===== src/hdl/ldg_pkg.sv =====
package ldg_pkg;

  // ****************************************
  // Arming and field layout
  // ****************************************
  localparam logic [7:0] CTRL_ENABLE_ARM = 8'h05;
  localparam logic [7:0] CTRL_ENABLE_RESET = 8'h00;
  localparam int CTRL_ENABLE_WIDTH = 8;

  // ****************************************
  // Bandgap channel limits
  // ****************************************
  localparam logic [3:0] BANDGAP_CHANNEL = 4'hE;
  localparam logic [2:0] BANDGAP_MAX_READS = 3'h4;
  localparam int BANDGAP_WINDOW_NS = 400000;
  localparam int CLK_PERIOD_NS = 4;
  localparam int BANDGAP_WINDOW_CYCLES = BANDGAP_WINDOW_NS / CLK_PERIOD_NS;
  localparam int WINDOW_CNT_WIDTH = 17;

  // ****************************************
  // Carriers
  // ****************************************
  typedef struct packed {
    logic digital_low_voltage_reset;
    logic extended_low_voltage_reset;
    logic power_on_reset;
  } ldg_resets_t;

  typedef struct packed {
    logic main_digital_ok;
    logic sleep_regulator_domain_ok;
  } ldg_supply_t;

  typedef struct packed {
    logic by_reset;
    logic by_overvoltage;
    logic by_supply;
    logic by_flag;
  } ldg_cause_t;

  typedef struct packed {
    logic [7:0] lowside_control_enable;
    logic regulator_overvoltage_flag;
    logic ov_detect_prev;
    logic lowside_driver_enable;
    ldg_cause_t off_cause;
    logic shutdown_pulse;
  } ldg_state_t;

  typedef struct packed {
    logic [WINDOW_CNT_WIDTH-1:0] window_cnt;
    logic [2:0] run_cnt;
    logic overuse_pulse;
    logic overuse_seen;
  } ldg_mon_t;

endpackage


===== src/hdl/ldg_lowside_guard.sv =====
// What this block does
// - Digital, extended low-voltage or power-on reset clears the control-enable value.
// - Overvoltage event also clears control-enable when the correction input is set.
// - Overvoltage flag shuts drivers off until software acknowledges it or a power-on reset clears it.
// - Drivers stay off unless main and sleep-regulator digital logic both report ok.
module ldg_lowside_guard #(
  parameter int BANDGAP_WINDOW_CYCLES = ldg_pkg::BANDGAP_WINDOW_CYCLES
) (
  input wire logic clk_sys,
  input wire logic rst_n,
  input wire ldg_pkg::ldg_resets_t supply_resets,
  input wire ldg_pkg::ldg_supply_t supply_status,
  input wire logic regulator_overvoltage_detect,
  input wire logic ov_clear_correction,
  input wire logic ctrl_write,
  input wire logic [7:0] ctrl_write_data,
  input wire logic ov_flag_ack,
  input wire logic conv_done,
  input wire logic [3:0] conv_channel,
  input wire logic bandgap_overuse_clear,
  output logic lowside_driver_enable,
  output logic [7:0] lowside_control_enable,
  output logic regulator_overvoltage_flag,
  output logic shutdown_pulse,
  output ldg_pkg::ldg_cause_t off_cause,
  output logic bandgap_overuse_pulse,
  output logic bandgap_overuse_seen
);

  // ****************************************
  // State
  // ****************************************
  ldg_pkg::ldg_state_t st;
  ldg_pkg::ldg_state_t next_st;
  logic any_reset;
  logic supplies_ok;
  logic ov_rise;
  logic armed;
  logic run;

  // ****************************************
  // Gating logic
  // ****************************************
  always_comb
  begin
    next_st = st;
    next_st.shutdown_pulse = 1'b0;
    any_reset = supply_resets.digital_low_voltage_reset
      | supply_resets.extended_low_voltage_reset
      | supply_resets.power_on_reset;
    supplies_ok = supply_status.main_digital_ok
      & supply_status.sleep_regulator_domain_ok;
    ov_rise = regulator_overvoltage_detect && !st.ov_detect_prev;
    next_st.ov_detect_prev = regulator_overvoltage_detect;

    // Software write of the enable value; hardware clears below take priority
    if (ctrl_write)
    begin
      next_st.lowside_control_enable = ctrl_write_data;
    end
    if (ov_rise && ov_clear_correction)
    begin
      next_st.lowside_control_enable = ldg_pkg::CTRL_ENABLE_RESET;
    end
    if (any_reset)
    begin
      next_st.lowside_control_enable = ldg_pkg::CTRL_ENABLE_RESET;
    end

    // Flag: acknowledge clears, a live detect sets, and the set wins
    if (ov_flag_ack)
    begin
      next_st.regulator_overvoltage_flag = 1'b0;
    end
    if (supply_resets.power_on_reset)
    begin
      next_st.regulator_overvoltage_flag = 1'b0;
    end
    if (regulator_overvoltage_detect)
    begin
      next_st.regulator_overvoltage_flag = 1'b1;
    end

    // Gate uses the stored enable and flag with the live detect, supplies and resets; the registered output never glitches on a write or a trip
    armed = (st.lowside_control_enable == ldg_pkg::CTRL_ENABLE_ARM);
    run = armed
      && !st.regulator_overvoltage_flag
      && !regulator_overvoltage_detect
      && supplies_ok
      && !any_reset;
    next_st.lowside_driver_enable = run;

    // Cause bits describe why the driver is off now, zero while it runs
    next_st.off_cause.by_reset = any_reset;
    next_st.off_cause.by_overvoltage = regulator_overvoltage_detect;
    next_st.off_cause.by_supply = !supplies_ok;
    next_st.off_cause.by_flag = st.regulator_overvoltage_flag;
    if (st.lowside_driver_enable && !run)
    begin
      next_st.shutdown_pulse = 1'b1;
    end
  end

  always_ff @(posedge clk_sys or negedge rst_n)
  begin
    if (!rst_n)
    begin
      st <= '0;
    end
    else
    begin
      st <= next_st;
    end
  end

  // ****************************************
  // Outputs
  // ****************************************
  assign lowside_driver_enable = st.lowside_driver_enable;
  assign lowside_control_enable = st.lowside_control_enable;
  assign regulator_overvoltage_flag = st.regulator_overvoltage_flag;
  assign shutdown_pulse = st.shutdown_pulse;
  assign off_cause = st.off_cause;

  // ****************************************
  // Bandgap read monitor
  // ****************************************
  // Only reports; it cannot stop a false trip, the conversions are software's
  ldg_bandgap_monitor #(
    .WINDOW_CYCLES(BANDGAP_WINDOW_CYCLES)
  ) u_bandgap_monitor (
    .clk_sys(clk_sys),
    .rst_n(rst_n),
    .conv_done(conv_done),
    .conv_channel(conv_channel),
    .overuse_clear(bandgap_overuse_clear),
    .overuse_pulse(bandgap_overuse_pulse),
    .overuse_seen(bandgap_overuse_seen)
  );

endmodule


===== src/hdl/ldg_bandgap_monitor.sv =====
module ldg_bandgap_monitor #(
  parameter int WINDOW_CYCLES = ldg_pkg::BANDGAP_WINDOW_CYCLES
) (
  input wire logic clk_sys,
  input wire logic rst_n,
  input wire logic conv_done,
  input wire logic [3:0] conv_channel,
  input wire logic overuse_clear,
  output logic overuse_pulse,
  output logic overuse_seen
);

  // ****************************************
  // State
  // ****************************************
  ldg_pkg::ldg_mon_t st;
  ldg_pkg::ldg_mon_t next_st;
  logic window_end;
  logic is_bandgap;

  // Last count of a window, cut to the counter width
  localparam int WINDOW_LAST = WINDOW_CYCLES - 1;
  localparam logic [ldg_pkg::WINDOW_CNT_WIDTH-1:0] WINDOW_CNT_LAST =
    WINDOW_LAST[ldg_pkg::WINDOW_CNT_WIDTH-1:0];

  // Window is free running; a burst may straddle two windows and go unseen
  always_comb
  begin
    next_st = st;
    next_st.overuse_pulse = 1'b0;
    window_end = (st.window_cnt == WINDOW_CNT_LAST);
    is_bandgap = conv_done && (conv_channel == ldg_pkg::BANDGAP_CHANNEL);
    if (window_end)
    begin
      next_st.window_cnt = '0;
      next_st.run_cnt = 3'h0;
    end
    else
    begin
      next_st.window_cnt = st.window_cnt + 1'b1;
    end
    if (conv_done && !is_bandgap)
    begin
      next_st.run_cnt = 3'h0;
    end
    else if (is_bandgap)
    begin
      if (st.run_cnt == ldg_pkg::BANDGAP_MAX_READS)
      begin
        next_st.overuse_pulse = 1'b1;
      end
      else
      begin
        next_st.run_cnt = (window_end ? 3'h0 : st.run_cnt) + 3'h1;
      end
    end
    if (overuse_clear)
    begin
      next_st.overuse_seen = 1'b0;
    end
    // Set wins over clear
    if (next_st.overuse_pulse)
    begin
      next_st.overuse_seen = 1'b1;
    end
  end

  always_ff @(posedge clk_sys or negedge rst_n)
  begin
    if (!rst_n)
    begin
      st <= '0;
    end
    else
    begin
      st <= next_st;
    end
  end

  assign overuse_pulse = st.overuse_pulse;
  assign overuse_seen = st.overuse_seen;

endmodule


===== config.mk =====
export PLATFORM = sky130hd
export DESIGN_NAME = ldg_lowside_guard
export DESIGN_NICKNAME = d
export VERILOG_FILES = /design/src/hdl/ldg_pkg.sv /design/src/hdl/ldg_lowside_guard.sv /design/src/hdl/ldg_bandgap_monitor.sv
export SDC_FILE = /design/constraint.sdc
export NUM_CORES = 1
export LEC_CHECK = 0
export ABC_AREA = 1
export BUFFER_PORTS_ARGS = -buffer_cell sky130_fd_sc_hd__buf_2
export CORE_MARGIN = 5
export CORE_UTILIZATION = 57
export CTS_BUF_LIST = sky130_fd_sc_hd__clkbuf_8 sky130_fd_sc_hd__clkbuf_16
export DETAILED_ROUTE_END_ITERATION = 12
export PLACE_DENSITY = 0.81
export SYNTH_ARGS = -nofsm -noshare
export SYNTH_HDL_FRONTEND = slang
export SYNTH_SLANG_ARGS = --single-unit
export TNS_END_PERCENT = 10

===== constraint.sdc =====
create_clock -name clk_sys -period 2.8 [get_ports clk_sys]
set_input_delay 0.28 -clock clk_sys [delete_from_list [all_inputs] [get_ports clk_sys]]
set_output_delay 0.28 -clock clk_sys [all_outputs]
set_load 0.05 [all_outputs]

==> results.txt <==
cells after synthesis = 239
initial core utilization = 0.5963
area of the multi-input gates = 755.7 sq um
status = finished clean
CP Buf/Inv Count = 1
Total GRT Usage = 0.1953
post-place setup slack = 1.458 ns
Period minus WS final = 1.346 ns
Final nets = 312
Clk Tree Root Cell = clkbuf_8
Vias/cell = 4.798
post-placement cell area = 2077 sq um
P_leak = 1.189 nW
Filler cells = 267
Yosys cell types = 24
Core ar. = 3053 sq um
Placement Rows = 20
worst-path fanout max = 7
CTS tree = yes
cell area after layout = 2188 sq um
Clock Sinks = 37
Post-DP HPWL = 2.829 mm
cell family with most CP delay = simple AND/OR/NAND/NOR gates
area grow syn2layout = 20.21%
Total Neg Setup Slack = 0 ns
largest net degree at the start of global routing = 38
Clock transition at path regs = 0.08 ns
final hold violation count = 0
most used cell, CP = nand2_1
switching power = 0.0002461 W
gpl congestion = 0.8209
post-synth net total = 265
Congestion Overflow GR = 0
Slew @ Worst Pin = 0.7758 ns
via count = 1,588
period utilization = 0.4809
post-route setup slack = 1.454 ns
Buffers on Ports = 41
crit-path cells = ha_1 > nand2_1 > inv_2 > nand2_1 > nor2_2 > nand2_2 > nand2_1 > nand2_1 > nand2_1
max incr delay on CP = 0.41 ns
Skew-Pair Late Insertion Delay = 0.29 ns
Clock Skews = 0.006395 ns
Combinational Power Share = 0.071
post-synthesis area per instance = 7.617 sq um
layout cell share with drive strength beyond 1 = 0.2160
vias in the first global route = 1,506
post-synthesis cell area = 1820 sq um
FF+latch count, synth = 37
CP max stage cell = dfrtp_1
die area = 4424 sq um
register area = 925.9 sq um
Post-DRT Antenna Nets = 0
ANT cells = 0
warnings from Yosys = 0
element type at the critical path end = flip-flop
total internal power = 0.0008268 W
# hold bufs at CTS = 0
Worst Setup SP = u_bandgap_monitor.st[5]
worst vdd ir = 0.0003741 V
Initial DRC Count = 73
I/O pin total = 42
reg2reg start = u_bandgap_monitor.st[5]
CP Class = reg -> reg
final setup fails = 0
H-tree levels = 2
die width = 66.52 um
Clock Path Buffers = 2
total CTS buffers = 5
sequential area share after synthesis = 0.5086
Slew Viols, Final = 0
Finished Core Util = 0.7168
crit path DAT = 1.53 ns
Hold WC Path Type = in -> async
Die Y = 66.52 um
post-cts resize count = 0
1st-pass router iterations = 4
number of remaining DRC errors = 0
post-CTS setup buffer count = 0
Sw Ratio = 0.2294
WP data required = 2.98 ns
Fmax achieved = 742.7 MHz
DR WL/cell = 11.18 um
RSZ-0062 raised after global routing = false
power share of the clock group = 0.422
Setup crit start kind = flip-flop
Pwr Density = 490.3 nW/um^2
Slew headroom = 0.4828
max cap viols = 0
initial antenna violation count = 0
first-pass GRT wire length = 6.506 mm
Total Routed Length = 3.700 mm
Flop pwr share = 0.507
-- per-stage QoR --
step	total power (W)	hold WS (ns)	std cells
6_report	0.001073	0.06416	331
2_1_floorplan	0.0005935	-0.01559	239
3_5_place_dp	0.0006310	0.4052	323
3_3_place_gp	0.0006298	0.4053	323
4_1_cts	0.001083	0.09025	331
5_1_grt	0.001112	0.1245	331
-- power groups by stage --
| stage | clock network, W | logic [W] | registers (W) |
|---|---|---|---|
| CTS | 0.000461 | 0.0000774 | 0.000544 |
| detailed placement | 0 | 0.0000763 | 0.000555 |
| global route | 0.000483 | 0.0000840 | 0.000545 |
| finish | 0.000453 | 0.0000758 | 0.000544 |
| global placement | 0 | 0.0000753 | 0.000554 |
| floorplan | 0 | 0.0000183 | 0.000575 |
-- kinds of logic after synthesis --
| family | count (synthesis) | share of synthesized area |
|---|---|---|
| simple gates | 139 | 0.3189 |
| buf+inv | 37 | 0.07629 |
| flops | 37 | 0.5086 |
| compound gates | 18 | 0.05567 |
| xor+xnor | 7 | 0.03368 |
| fa+ha+maj | 1 | 0.006872 |
-- worst register-to-register path: cells and delay by family (launching register included) --
family,cells,cell delay [ns]
AND/OR/NAND/NOR,7,0.55
flip-flops,1,0.41
adder cells (fa/ha/maj),1,0.23
buffers and inverters,1,0.06
-- cell usage after synthesis --
library cell  number  area [sq um]
a21boi_0           1         7.510
a21oi_1           10         50.05
clkbuf_1           1         3.750
dfrtp_1           37         925.9
ha_1               1         12.51
inv_1             34         127.6
inv_2              2         7.510
nand2_1           65         244.0
nand2_2            3         18.77
nand3_1           15         75.07
nand3_2            1         10.01
nor2_1            46         172.7
nor2_2             5         31.28
nor2_4             1         11.26
nor3_1             1         5.000
nor4_1             1         6.260
o211ai_1           1         7.510
o21ai_0            3         15.01
o21ai_1            1         5.000
o21ai_2            1         8.760
o21bai_1           1         7.510
or2_2              1         6.260
xnor2_1            1         8.760
xor2_1             6         52.55
-- layout make-up --
class / instances / share of cell area
sequential: 37 / 0.4231
multi-input combinational: 165 / 0.3453
timing repair buffer: 41 / 0.09377
inverter: 36 / 0.06175
clock buffer: 5 / 0.03145
tap: 44 / 0.02516
clock inverter: 3 / 0.01944
-- flip-flops by register name (all words and copies together), names as in the netlist --
register                         flops
u_bandgap_monitor.st                20
lowside_control_enable               8
off_cause                            4
lowside_driver_enable                1
regulator_overvoltage_flag           1
shutdown_pulse                       1
u_bandgap_monitor.overuse_pulse      1
u_bandgap_monitor.overuse_seen       1
-- cell usage in the layout (no fill, tap or decap) --
| cell type | Yosys | layout |
|---|---|---|
| o21ai_1 | 1 | 1 |
| nand3_1 | 15 | 15 |
| nand2_1 | 65 | 65 |
| o211ai_1 | 1 | 1 |
| nor2_2 | 5 | 5 |
| clkinv_4 | 0 | 1 |
| nor4_1 | 1 | 1 |
| nor2_4 | 1 | 1 |
| xnor2_1 | 1 | 1 |
| nand3_2 | 1 | 1 |
| o21bai_1 | 1 | 1 |
| o21ai_2 | 1 | 1 |
| o21ai_0 | 3 | 3 |
| ha_1 | 1 | 1 |
| bufinv_16 | 0 | 1 |
| a21boi_0 | 1 | 1 |
| inv_2 | 2 | 2 |
| a21oi_1 | 10 | 10 |
| clkbuf_8 | 0 | 5 |
| xor2_1 | 6 | 6 |
| nor2_1 | 46 | 46 |
| inv_1 | 34 | 35 |
| nor3_1 | 1 | 1 |
| buf_2 | 0 | 41 |
| dfrtp_1 | 37 | 37 |
| nand2_2 | 3 | 3 |
| or2_2 | 1 | 1 |
-- per-layer routing --
layer  wire length, um  global-route usage
met5                 0                   0
met1              1633              0.2437
met4                32             0.05584
met3               187             0.06914
met2              1847              0.3185
-- final timing paths --
| path | end | slack [ns] | cells after the start |
|---|---|---|---|
| min in group clk_sys | off_cause[2] | 0.14 | 1 |
| setup / recovery | u_bandgap_monitor.st[2] | 1.45 | 9 |
| max in group asynchronous | u_bandgap_monitor.st[2] | 2.24 | 1 |
| hold / removal | u_bandgap_monitor.st[17] | 0.06 | 1 |
| setup reg to reg | u_bandgap_monitor.st[2] | 1.45 | 9 |
| hold reg to reg | off_cause[0] | 0.46 | 0 |
Power figures use the tool's default switching activity.
